### src/rtl/mpsc_pkg.sv
// Shared constants for the motor PWM and step control block.
// Assumes a 16-bit plain register port where each register has one word address.
package mpsc_pkg;

    // ==========================================================
    // Widths
    localparam int CNT_W   = 12;              // PWM counter and period width
    localparam int CMP_W   = 13;              // Channel compare width
    localparam int ADDR_W  = 4;
    localparam int DATA_W  = 16;
    localparam int NUM_CH  = 3;

    // ==========================================================
    // Register word addresses
    localparam logic [3:0] ADDR_PERIOD   = 4'h0;
    localparam logic [3:0] ADDR_CMP0     = 4'h1;   // Channels follow at 1, 2, 3
    localparam logic [3:0] ADDR_CTRL_B   = 4'h4;
    localparam logic [3:0] ADDR_PHASE    = 4'h5;
    localparam logic [3:0] ADDR_MISC     = 4'h6;
    localparam logic [3:0] ADDR_STATUS   = 4'h7;

    // ==========================================================
    // Control register B fields
    localparam int CB_EDGE   = 6;
    localparam int CB_HDM    = 5;
    localparam int CB_SDM    = 4;
    localparam int CB_OCV    = 3;
    localparam int CB_OS_CD  = 2;
    localparam int CB_OS_DZ  = 1;
    localparam int CB_OS_ZC  = 0;
    localparam logic [7:0] CB_RESET      = 8'h00;
    localparam logic [7:0] CB_WR_MASK    = 8'h7f;  // Top bit reserved
    localparam logic [7:0] CB_PRELOAD    = 8'h74;  // Edge, both demag, top mode bit

    // ==========================================================
    // Misc control fields
    localparam int MISC_DIRECT = 0;              // Direct access mode
    localparam int MISC_CURRENT_LIMIT_IRQ_MASK   = 1;              // Current limit interrupt mask
    localparam int MISC_MOE    = 2;              // Main output enable
    localparam logic [2:0] MISC_RESET = 3'h0;

    // ==========================================================
    // Status fields
    localparam int ST_CLI   = 0;                 // Current limit flag, write 1 clears
    localparam int ST_PHASE = 1;                 // Two bits: step interval

    // ==========================================================
    // Phase state register: high-side phase index [1:0], low-side index [3:2]
    localparam logic [3:0] PHASE_RESET = 4'h4;

    // Step interval within one commutation step
    typedef enum logic [1:0] {
        STEP_C_TO_D,
        STEP_D_TO_Z,
        STEP_Z_TO_C
    } mpsc_step_t;

endpackage : mpsc_pkg

### src/rtl/mpsc_pwm_chan.sv
// One edge-aligned PWM compare channel.
// Assumes the counter and period come from the same clock domain.
`timescale 1ns/1ps
module mpsc_pwm_chan
    import mpsc_pkg::*;
(
    input  wire logic             sys_clk,
    input  wire logic             rst,
    input  wire logic [CNT_W-1:0] cnt,
    input  wire logic [CNT_W-1:0] period,
    input  wire logic [CMP_W-1:0] cmp,
    output logic                  pwm
);

    logic             pwm_reg;
    logic             pwm_next;
    logic [CMP_W-1:0] ext_period;
    logic [CMP_W-1:0] ext_cnt;
    logic             hold_high;
    logic             hold_low;

    // =======================================================
    // Compare decode
    assign ext_period = {1'b0, period};
    assign ext_cnt    = {1'b0, cnt};
    assign hold_high  = (cmp > ext_period);
    assign hold_low   = (cmp == {CMP_W{1'b0}});

    // Set at counter clear, drop on compare match
    assign pwm_next = hold_low  ? 1'b0 :
                      hold_high ? 1'b1 :
                      (ext_cnt == cmp) ? 1'b0 :
                      (cnt == {CNT_W{1'b0}}) ? 1'b1 :
                      pwm_reg;

    // Output flop
    always_ff @(posedge sys_clk)
    begin
        if (rst)
            pwm_reg <= 1'b0;
        else
            pwm_reg <= pwm_next;
    end

    assign pwm = pwm_reg;

endmodule : mpsc_pwm_chan

### src/rtl/mpsc_top.sv
// Motor PWM counter, compare outputs, control register B and step sequencing.
// Assumes comparator and current limit pins are asynchronous; event strobes are on sys_clk.
`timescale 1ns/1ps
// What this block does
// - The PWM counter counts up to the 12-bit period, then clears to zero and counts up again.
// - Each PWM output drops to 0 when the counter reaches its compare value and rises to 1 when the counter clears.
// - A compare value above the 13-bit extended period holds that output at 1.
// - A compare value of zero holds that output at 0.
// - The edge select bit picks a falling zero-crossing edge when 0 and a rising edge when 1.
// - The hardware demagnetisation enable bit gates hardware demagnetisation detection.
// - The simulated demagnetisation enable bit gates simulated demagnetisation events.
// - A set current limit flag switches the PWM off, and the interrupt fires whenever the mask is set, whatever the overcurrent bit.
// - Mask, flag and voltage-mode overcurrent bit all set clear the main output enable and fire the interrupt.
// - Three step mode bits pick high-side or low-side PWM for the C-D, D-Z and Z-C intervals.
// - Edge select, both demag enables and the C-D mode bit only take effect at the next commutation event.
// - In direct access mode every write of the phase state register makes a commutation event.
// - Control register B resets to 00h and its top bit stays zero.
// - The D event ends demagnetisation and must precede the Z event in each step, unless both demag enables are off.
module mpsc_top
    import mpsc_pkg::*;
(
    input  wire logic              sys_clk,
    input  wire logic              rst,
    input  wire logic [ADDR_W-1:0] reg_addr,
    input  wire logic [DATA_W-1:0] reg_wr_data,
    input  wire logic              reg_wr_stb,
    input  wire logic              reg_rd_stb,
    output logic [DATA_W-1:0]      reg_rd_data,
    input  wire logic              zero_cross_cmp_in,
    input  wire logic              demag_cmp_in,
    input  wire logic              current_limit_in,
    input  wire logic              sim_demag_pulse,
    input  wire logic              comm_event_pulse,
    output logic [5:0]             motor_phase_outputs,
    output logic                   main_output_enable,
    output logic                   current_limit_irq,
    output logic [1:0]             step_interval
);

    // =======================================================
    // Declarations
    logic [CNT_W-1:0]  period_reg;
    logic [CNT_W-1:0]  cnt_reg;
    logic [CNT_W-1:0]  cnt_next;
    logic [CMP_W-1:0]  cmp_reg [NUM_CH];
    logic [NUM_CH-1:0] pwm_ch;
    logic [7:0]        ctrl_b_reg;
    logic [7:0]        active_b_reg;
    logic [7:0]        active_b_next;
    logic [3:0]        phase_reg;
    logic [2:0]        misc_reg;
    logic [2:0]        misc_next;
    logic              cli_reg;
    logic              cli_next;
    logic [2:0]        sync1_reg;
    logic [2:0]        sync2_reg;
    logic [2:0]        prev_reg;
    logic [DATA_W-1:0] rd_data_reg;
    logic [DATA_W-1:0] rd_mux;
    logic [5:0]        out_reg;
    logic [5:0]        out_next;
    logic              irq_reg;
    logic              irq_next;
    mpsc_step_t        step_reg;
    mpsc_step_t        step_next;
    logic              wr_period;
    logic              wr_ctrl_b;
    logic              wr_phase;
    logic              wr_misc;
    logic              wr_status;
    logic              c_event;
    logic              z_rise;
    logic              z_fall;
    logic              d_rise;
    logic              d_fall;
    logic              z_event;
    logic              hw_d_event;
    logic              sim_d_event;
    logic              d_event;
    logic              demag_off;
    logic              low_side_pwm;
    logic              pwm_gated;
    logic              ovc_trip;
    logic [1:0]        hi_idx;
    logic [1:0]        lo_idx;

    // =======================================================
    // Register address decode
    function automatic logic hit(input logic [ADDR_W-1:0] a, input logic [3:0] r);
        hit = (a == r);
    endfunction : hit

    assign wr_period = reg_wr_stb && hit(reg_addr, ADDR_PERIOD);
    assign wr_ctrl_b = reg_wr_stb && hit(reg_addr, ADDR_CTRL_B);
    assign wr_phase  = reg_wr_stb && hit(reg_addr, ADDR_PHASE);
    assign wr_misc   = reg_wr_stb && hit(reg_addr, ADDR_MISC);
    assign wr_status = reg_wr_stb && hit(reg_addr, ADDR_STATUS);

    // =======================================================
    // Pin synchronisers: zero cross, demag, current limit
    always_ff @(posedge sys_clk)
    begin
        if (rst)
        begin
            sync1_reg <= 3'h0;
            sync2_reg <= 3'h0;
            prev_reg  <= 3'h0;
        end
        else
        begin
            sync1_reg <= {current_limit_in, demag_cmp_in, zero_cross_cmp_in};
            sync2_reg <= sync1_reg;
            prev_reg  <= sync2_reg;
        end
    end

    // =======================================================
    // Event decode
    assign c_event     = comm_event_pulse || (wr_phase && misc_reg[MISC_DIRECT]);
    assign z_rise      = sync2_reg[0] && !prev_reg[0];
    assign z_fall      = !sync2_reg[0] && prev_reg[0];
    assign d_rise      = sync2_reg[1] && !prev_reg[1];
    assign d_fall      = !sync2_reg[1] && prev_reg[1];
    // Z on selected edge, D on the opposite one
    assign z_event     = active_b_reg[CB_EDGE] ? z_rise : z_fall;
    assign hw_d_event  = active_b_reg[CB_HDM] && (active_b_reg[CB_EDGE] ? d_fall : d_rise);
    assign sim_d_event = active_b_reg[CB_SDM] && sim_demag_pulse;
    assign d_event     = hw_d_event || sim_d_event;
    // Demag choice on a C event follows the value that this event loads
    assign demag_off   = !active_b_next[CB_HDM] && !active_b_next[CB_SDM];

    // =======================================================
    // Step sequencing; Z only accepted after D, or straight after C with both demag enables off
    always_comb
    begin
        step_next = step_reg;
        if (c_event)
            step_next = demag_off ? STEP_D_TO_Z : STEP_C_TO_D;
        else
        begin
            case (step_reg)
                STEP_C_TO_D: if (d_event) step_next = STEP_D_TO_Z;
                STEP_D_TO_Z: if (z_event) step_next = STEP_Z_TO_C;
                STEP_Z_TO_C: step_next = STEP_Z_TO_C;
                default:     step_next = STEP_C_TO_D;
            endcase
        end
    end

    // =======================================================
    // Control register B: preload bits move on C event, others direct
    assign active_b_next = c_event ? ctrl_b_reg :
                           ((active_b_reg & CB_PRELOAD) | (ctrl_b_reg & ~CB_PRELOAD));

    // Current limit flag and overcurrent trip; set wins over clear
    assign cli_next  = sync2_reg[2] || (cli_reg && !(wr_status && reg_wr_data[ST_CLI]));
    assign ovc_trip  = misc_reg[MISC_CURRENT_LIMIT_IRQ_MASK] && cli_reg && active_b_reg[CB_OCV];
    assign irq_next  = misc_reg[MISC_CURRENT_LIMIT_IRQ_MASK] && cli_reg;
    assign misc_next = {(wr_misc ? reg_wr_data[MISC_MOE] : misc_reg[MISC_MOE]) && !ovc_trip,
                        wr_misc ? reg_wr_data[MISC_CURRENT_LIMIT_IRQ_MASK:MISC_DIRECT] : misc_reg[MISC_CURRENT_LIMIT_IRQ_MASK:MISC_DIRECT]};

    // =======================================================
    // Control and status registers
    always_ff @(posedge sys_clk)
    begin
        if (rst)
        begin
            period_reg   <= {CNT_W{1'b0}};
            ctrl_b_reg   <= CB_RESET;
            active_b_reg <= CB_RESET;
            phase_reg    <= PHASE_RESET;
            misc_reg     <= MISC_RESET;
            cli_reg      <= 1'b0;
            irq_reg      <= 1'b0;
            step_reg     <= STEP_C_TO_D;
        end
        else
        begin
            if (wr_period)
                period_reg <= reg_wr_data[CNT_W-1:0];
            if (wr_ctrl_b)
                ctrl_b_reg <= reg_wr_data[7:0] & CB_WR_MASK;
            if (wr_phase)
                phase_reg <= reg_wr_data[3:0];
            active_b_reg <= active_b_next;
            misc_reg     <= misc_next;
            cli_reg      <= cli_next;
            irq_reg      <= irq_next;
            step_reg     <= step_next;
        end
    end

    // =======================================================
    // Channel compare registers
    genvar g;
    generate
        for (g = 0; g < NUM_CH; g++)
        begin : g_ch
            always_ff @(posedge sys_clk)
            begin
                if (rst)
                    cmp_reg[g] <= {CMP_W{1'b0}};
                else if (reg_wr_stb && hit(reg_addr, ADDR_CMP0 + 4'(g)))
                    cmp_reg[g] <= reg_wr_data[CMP_W-1:0];
            end

            mpsc_pwm_chan u_chan (
                .sys_clk (sys_clk),
                .rst     (rst),
                .cnt     (cnt_reg),
                .period  (period_reg),
                .cmp     (cmp_reg[g]),
                .pwm     (pwm_ch[g])
            );
        end
    endgenerate

    // =======================================================
    // Edge-aligned PWM counter
    assign cnt_next = (cnt_reg >= period_reg) ? {CNT_W{1'b0}} : cnt_reg + 12'h001;

    always_ff @(posedge sys_clk)
    begin
        if (rst)
            cnt_reg <= {CNT_W{1'b0}};
        else
            cnt_reg <= cnt_next;
    end

    // =======================================================
    // Output steering: PWM on high or low switch of the active pair
    assign hi_idx       = (phase_reg[1:0] > 2'h2) ? 2'h2 : phase_reg[1:0];
    assign lo_idx       = (phase_reg[3:2] > 2'h2) ? 2'h2 : phase_reg[3:2];
    assign low_side_pwm = (step_reg == STEP_C_TO_D) ? active_b_reg[CB_OS_CD] :
                          (step_reg == STEP_D_TO_Z) ? active_b_reg[CB_OS_DZ] :
                                                      active_b_reg[CB_OS_ZC];
    assign pwm_gated    = pwm_ch[hi_idx] && !cli_reg;

    always_comb
    begin
        out_next = 6'h00;
        if (misc_reg[MISC_MOE])
        begin
            out_next[hi_idx]     = low_side_pwm ? 1'b1 : pwm_gated;
            out_next[3 + lo_idx] = low_side_pwm ? pwm_gated : 1'b1;
        end
    end

    always_ff @(posedge sys_clk)
    begin
        if (rst)
            out_reg <= 6'h00;
        else
            out_reg <= out_next;
    end

    // =======================================================
    // Read path; unmapped words read zero
    always_comb
    begin
        rd_mux = {DATA_W{1'b0}};
        case (reg_addr)
            ADDR_PERIOD:   rd_mux = {4'h0, period_reg};
            4'h1:          rd_mux = {3'h0, cmp_reg[0]};
            4'h2:          rd_mux = {3'h0, cmp_reg[1]};
            4'h3:          rd_mux = {3'h0, cmp_reg[2]};
            ADDR_CTRL_B:   rd_mux = {8'h00, ctrl_b_reg};
            ADDR_PHASE:    rd_mux = {12'h000, phase_reg};
            ADDR_MISC:     rd_mux = {13'h0000, misc_reg};
            ADDR_STATUS:   rd_mux = {13'h0000, step_reg, cli_reg};
            default:       rd_mux = {DATA_W{1'b0}};
        endcase
    end

    always_ff @(posedge sys_clk)
    begin
        if (rst)
            rd_data_reg <= {DATA_W{1'b0}};
        else if (reg_rd_stb)
            rd_data_reg <= rd_mux;
        else
            rd_data_reg <= {DATA_W{1'b0}};
    end

    // Output assignments, all from flops
    assign reg_rd_data         = rd_data_reg;
    assign motor_phase_outputs = out_reg;
    assign main_output_enable  = misc_reg[MISC_MOE];
    assign current_limit_irq   = irq_reg;
    assign step_interval       = step_reg;
endmodule : mpsc_top

### config.mk
export PLATFORM = sky130hd
export DESIGN_NAME = mpsc_top
export DESIGN_NICKNAME = d
export VERILOG_FILES = /design/src/rtl/mpsc_pkg.sv /design/src/rtl/mpsc_pwm_chan.sv /design/src/rtl/mpsc_top.sv
export SDC_FILE = /design/constraint.sdc
export NUM_CORES = 1
export LEC_CHECK = 0
export ABC_CLOCK_PERIOD_IN_PS = 2900
export BUFFER_PORTS_ARGS = -buffer_cell sky130_fd_sc_hd__buf_4
export CORE_UTILIZATION = 61
export CTS_CLUSTER_DIAMETER = 100
export DETAILED_ROUTE_END_ITERATION = 8
export GPL_TIMING_DRIVEN = 0
export PLACE_DENSITY_LB_ADDON = 0.05
export SYNTH_ARGS = -nofsm -noshare
export SYNTH_HDL_FRONTEND = slang
export SYNTH_SLANG_ARGS = --single-unit
### constraint.sdc
create_clock -name sys_clk -period 2.9 [get_ports sys_clk]
set_input_delay 0.145 -clock sys_clk [delete_from_list [all_inputs] [get_ports sys_clk]]
set_output_delay 0.145 -clock sys_clk [all_outputs]
set_load 0.005 [all_outputs]
# Yosys cells after proc, flatten, opt, wreduce, memory -nomap -nowiden
# Memories as Yosys holds them, arrays and structs flattened.
# Index checks and enable logic that the tools add are counted.
# classes
n_addsub	2
magnitude_cmp	11
eq_ne	14
muxes	44
bitwise_logic	7
reduce_logical	52
# ops
operator	count
13-bit one-hot mux with 8 select lines	1
12-bit by 13-bit == test with 1-bit output	3
13-bit by 12-bit > comparator with 1-bit output	3
13-bit logical NOT	3
13-bit 2-to-1 mux	3
1-bit 2-to-1 mux	29
1-bit logical AND	24
4-bit by 3-bit == test with 1-bit output (second input constant)	4
12-bit by 1-bit adder with 12-bit output (second input constant)	1
12-bit >= comparator	1
12-bit logical NOT	1
2-bit OR reduction	6
2-bit 2-to-1 mux	5
1-bit logical NOT	9
3-bit nonzero test	3
4-bit by 2-bit == test with 1-bit output (second input constant)	2
7-bit 2-to-1 mux	1
7-bit by 4-bit bitwise OR with 7-bit output	1
6-bit by 4-bit bitwise AND with 6-bit output	1
6-bit bitwise mux	1
3-bit != test (second input constant)	2
2-bit one-hot mux with 3 select lines	1
4-bit by 1-bit == test with 1-bit output (second input constant)	1
2-bit > comparator (second input constant)	2
17 further kinds	22
# totals
ff_bits	82
ram_bits	39
input_bits	29
wordCells	149
mem_count	1
# memory_table
memory	depth	width	rd	rd_clocked_by_memory_dff	write_ports	line	text
cmp_reg	3	13	3	0	3	mpsc_top.sv:45	logic [CMP_W-1:0] cmp_reg [NUM_CH];

# Depth between registers and ports, before layout
# logic_depth
depth_word	9
depth_mapped	9
depth_no_buf	7

# Cells and area by module
# A second synthesis with hierarchy kept.
# unflattened
hier_cells	657
area_unflattened_um2	6657.6
# modules_own_cells
mod	instances	cells_per_inst	area_each_um2
mpsc_top	1	447	5036.1
mpsc_pwm_chan	3	70	540.5

# Worst setup path before layout
# OpenSTA, ideal clock, no wires.
# synth_timing
path_kind	reg2reg
startpoint	register cnt_reg[0]
endpoint	register cnt_reg[7]
t_arrival_ns	1.871
slack_ns	0.965
path_stages_with_launch	10
n_path_buf	2
synth_period_minus_slack_ns	1.935
path_cell_list	dfxtp_1 > clkbuf_1 > inv_1 > ha_1 > nand2b_1 > a21o_1 > a211oi_1 > o221ai_1 > buf_2 > nor2_1
# synth_between
elab_chain_cells	2
elab_cells_between_ends	3
# synth_rtl
item	line	text
start: declaration	mpsc_top.sv:43	logic [CNT_W-1:0] cnt_reg;
start signal: assignment	mpsc_top.sv:225	cnt_reg <= {CNT_W{1'b0}};
start signal: assignment	mpsc_top.sv:227	cnt_reg <= cnt_next;
12-bit >= comparator	mpsc_top.sv:220	assign cnt_next = (cnt_reg >= period_reg) ? {CNT_W{1'b0}} : cnt_reg + 12'h001;
2-bit OR reduction (no line)	n/a	
# Parallel ways exist; a longest one is shown, timed or not.
# A chain may end at the register's enable or synchronous reset.

# Worst setup path in the final report
# Same ends and word-level chain as after synthesis.

==> load_flow_metrics.sql <==
INSERT INTO impl_metrics (metric_group, metric, value, unit) VALUES
('finish', 'layout.cells.most_common', 'sky130_fd_sc_hd__dfxtp_1', ''),
('finish', 'drive_gt1_frac', '0.155', ''),
('die', 'core_area', '10400', 'µm²'),
('global_route', 'grt_pass1_vias', '5361', ''),
('sta', 'worst_pin_slew', '0.748', 'ns'),
('die', 'initial_core_util', '0.633', ''),
('run_status', 'run_status', 'completed', ''),
('routing', 'drc_violation_count_after_routing', '0', ''),
('logic_synthesis', 'yosysTopAreaCellShare', '0.241', ''),
('critical_path', 'cpPeakStageDelay', '0.36', 'ns'),
('logic_synthesis', 'ys_ff_latch', '118', ''),
('sta', 'rsz0062_at_grt', 'false', ''),
('routing', 'routed_wirelength', '18500', 'µm'),
('critical_path', 'reg2regPathDepth', '9', ''),
('routing', 'detail-route-antenna-nets', '0', ''),
('global_route', 'total_gr_overflow', '0', ''),
('logic_synthesis', 'ys_seq_area_frac', '0.420', ''),
('finish', 'multi_input_area', '3510', 'µm²'),
('routing', 'route.vias.total', '5498', ''),
('global_route', 'antenna_found_initial', '0', ''),
('logic_synthesis', 'synthCells', '663', ''),
('critical_path', 'timing.critical_path.cells', 'clkbuf_1 > inv_1 > ha_1 > nand2b_1 > a21o_1 > a211oi_1 > o221ai_1 > buf_2 > nor2_1', ''),
('worst_hold_path', 'path_category_of_the_worst_min_delay_check', 'in -> reg', ''),
('die', 'chipHeight', '106', 'µm'),
('clock_network', 'ctsHtreeMaxLevel', '4', ''),
('critical_path', 'crit_end', 'cnt_reg[7]', ''),
('clock_network', 'clock-root-buffer', 'sky130_fd_sc_hd__clkbuf_8', ''),
('global_route', 'grt_util_all_layers', '0.345', ''),
('placement', 'pre_cts_ws', '0.444', 'ns'),
('logic_synthesis', 'synth_warnings', '0', ''),
('logic_synthesis', 'synth_enable_flop_cells', '39', ''),
('power_and_ir_drop', 'cellLeakagePower', '3.24', 'nW'),
('sta', 'maxSlewViolCount', '0', ''),
('logic_synthesis', 'post-synth-top-area-cell', 'sky130_fd_sc_hd__dfxtp_1', ''),
('clock_network', 'path_clk_slew', '0.06', 'ns'),
('die', 'die-width', '106', 'µm'),
('critical_path', 'worstSetupEndpointType', 'flop', ''),
('critical_path', 'reg2reg_setup_slack', '0.44', 'ns'),
('routing', 'drt_iter0_drc', '457', ''),
('finish', 'reg_area', '2750', 'µm²'),
('sta', 'tns', '0', 'ns'),
('critical_path', 'arr_time_crit_path', '2.93', 'ns'),
('power_and_ir_drop', 'ir_drop', '0.587', 'mV'),
('critical_path', 'cp.buffers_inverters', '3', ''),
('logic_synthesis', 'synthDistinctLibCells', '66', ''),
('finish', 'largest_register_ff_count', '39', ''),
('die', 'rows', '37', ''),
('placement', 'placement.io_buffers', '47', ''),
('critical_path', 'worst-path-stages', '9', ''),
('clock_network', 'clock_tree.buffer_depth', '2', ''),
('logic_synthesis', 'syn-mean-instance-area', '9.90', 'µm²'),
('sta', 'timing.max_slew.rel_slack', '0.501', ''),
('critical_path', 'worst_path_max_delay_cell', 'sky130_fd_sc_hd__clkbuf_1', ''),
('logic_synthesis', 'synthFlopType', 'sky130_fd_sc_hd__dfxtp_1', ''),
('placement', 'dpl-instance-area', '7090', 'µm²'),
('sta', 'maxClockFrequency', '406', 'MHz'),
('sta', 'finalSetupViolCount', '0', ''),
('critical_path', 'endpoint_of_the_most_critical_register_to_register_path', 'cnt_reg[7]', ''),
('global_route', 'global_route_wire_length_before_repair', '28400', 'µm'),
('finish', 'final_util', '0.756', ''),
('clock_network', 'cts_sinks', '118', ''),
('sta', 'hold_violation_count_in_the_final_report', '0', ''),
('die', 'die-area', '11200', 'µm²'),
('routing', 'drt-pass1-iter-count', '7', ''),
('clock_network', 'tritoncts', 'built', ''),
('routing', 'vias_per_cell', '6.12', ''),
('sta', 'fin_crit', '2.46', 'ns'),
('global_route', 'largest_net_degree_at_the_start_of_global_routing', '17', ''),
('clock_network', 'cts_made_buffers', '17', ''),
('finish', 'finalInstanceArea', '7840', 'µm²'),
('flow_run', 'maxCapViolations', '0', '');
-- timing repair --
item                                   4_1_cts  5_1_grt
hold buffers                                18        0
gates resized for setup                      0        0
endpoints found under the hold margin       68        0
-- per-layer routing --
layer  global-route usage  routed length (µm)
met1                0.455                7970
met5                    0                   0
met4                0.156                 478
met2                0.530                8460
met3               0.0934                1620
-- through the flow --
stage          total power, mW  instances
5_1_grt                   4.37        898
2_1_floorplan             2.09        665
6_report                  4.26        898
3_3_place_gp              2.23        848
4_1_cts                   4.25        898
3_5_place_dp              2.25        848
-- area by class of cell --
cell class | count | area share
sequential | 118 | 0.351
clock buffer | 22 | 0.0605
multi-input combinational | 481 | 0.448
tap | 136 | 0.0217
inverter | 26 | 0.0125
buffer | 40 | 0.0263
clock inverter | 10 | 0.0115
timing repair buffer | 65 | 0.0680
-- Yosys cell counts (20+ instances only) --
| master | n |
|---|---|
| sky130_fd_sc_hd__nand2_1 | 35 |
| sky130_fd_sc_hd__edfxtp_1 | 39 |
| sky130_fd_sc_hd__and2_1 | 40 |
| sky130_fd_sc_hd__nor2b_1 | 23 |
| sky130_fd_sc_hd__xor2_1 | 20 |
| sky130_fd_sc_hd__inv_1 | 26 |
| sky130_fd_sc_hd__nor2_1 | 56 |
| sky130_fd_sc_hd__ha_1 | 52 |
| sky130_fd_sc_hd__dfxtp_1 | 79 |
| sky130_fd_sc_hd__a21oi_1 | 32 |
| sky130_fd_sc_hd__xnor2_1 | 26 |
| sky130_fd_sc_hd__mux2i_1 | 29 |
-- how the worst min path moves through the flow --
stage                           from          endpoint  cells past startpoint
global placement    current_limit_in      sync1_reg[2]                      2
finish              comm_event_pulse  step_interval[0]                      5
CTS                 comm_event_pulse  step_interval[0]                      5
detailed placement      demag_cmp_in      sync1_reg[1]                      2
global route        comm_event_pulse  step_interval[0]                      5
floorplan                reg_addr[3]    reg_rd_data[1]                      1
-- tightest hold or removal path, stage by stage --
cell and delay (ns):
sky130_fd_sc_hd__buf_4 0.09, sky130_fd_sc_hd__a31oi_4 0.04, sky130_fd_sc_hd__buf_6 0.14, sky130_fd_sc_hd__nand2_1 0.07, sky130_fd_sc_hd__o31ai_1 0.06
-- power by group --
part | switching [mW] | leakage, nW | internal [mW]
Sequential | 0.0747 | 1.01 | 1.76
Combinational | 0.221 | 1.94 | 0.190
Clock | 0.776 | 0.282 | 1.24
Total | 1.07 | 3.24 | 3.19
-- cells by family (layout without fill, tap and decap cells) --
group,Yosys count,count (layout),synth area share
multiplexers,40,40,0.0734
AND/OR/NAND/NOR,244,244,0.201
XOR/XNOR,46,46,0.0614
other,1,3,0.000572
adder cells (fa/ha/maj),52,52,0.0992
AO/OA/AOI/OAI,96,96,0.0988
flip-flops,118,118,0.420
buffers and inverters,66,163,0.0463
Note: power is estimated with default switching activity, not from simulation.
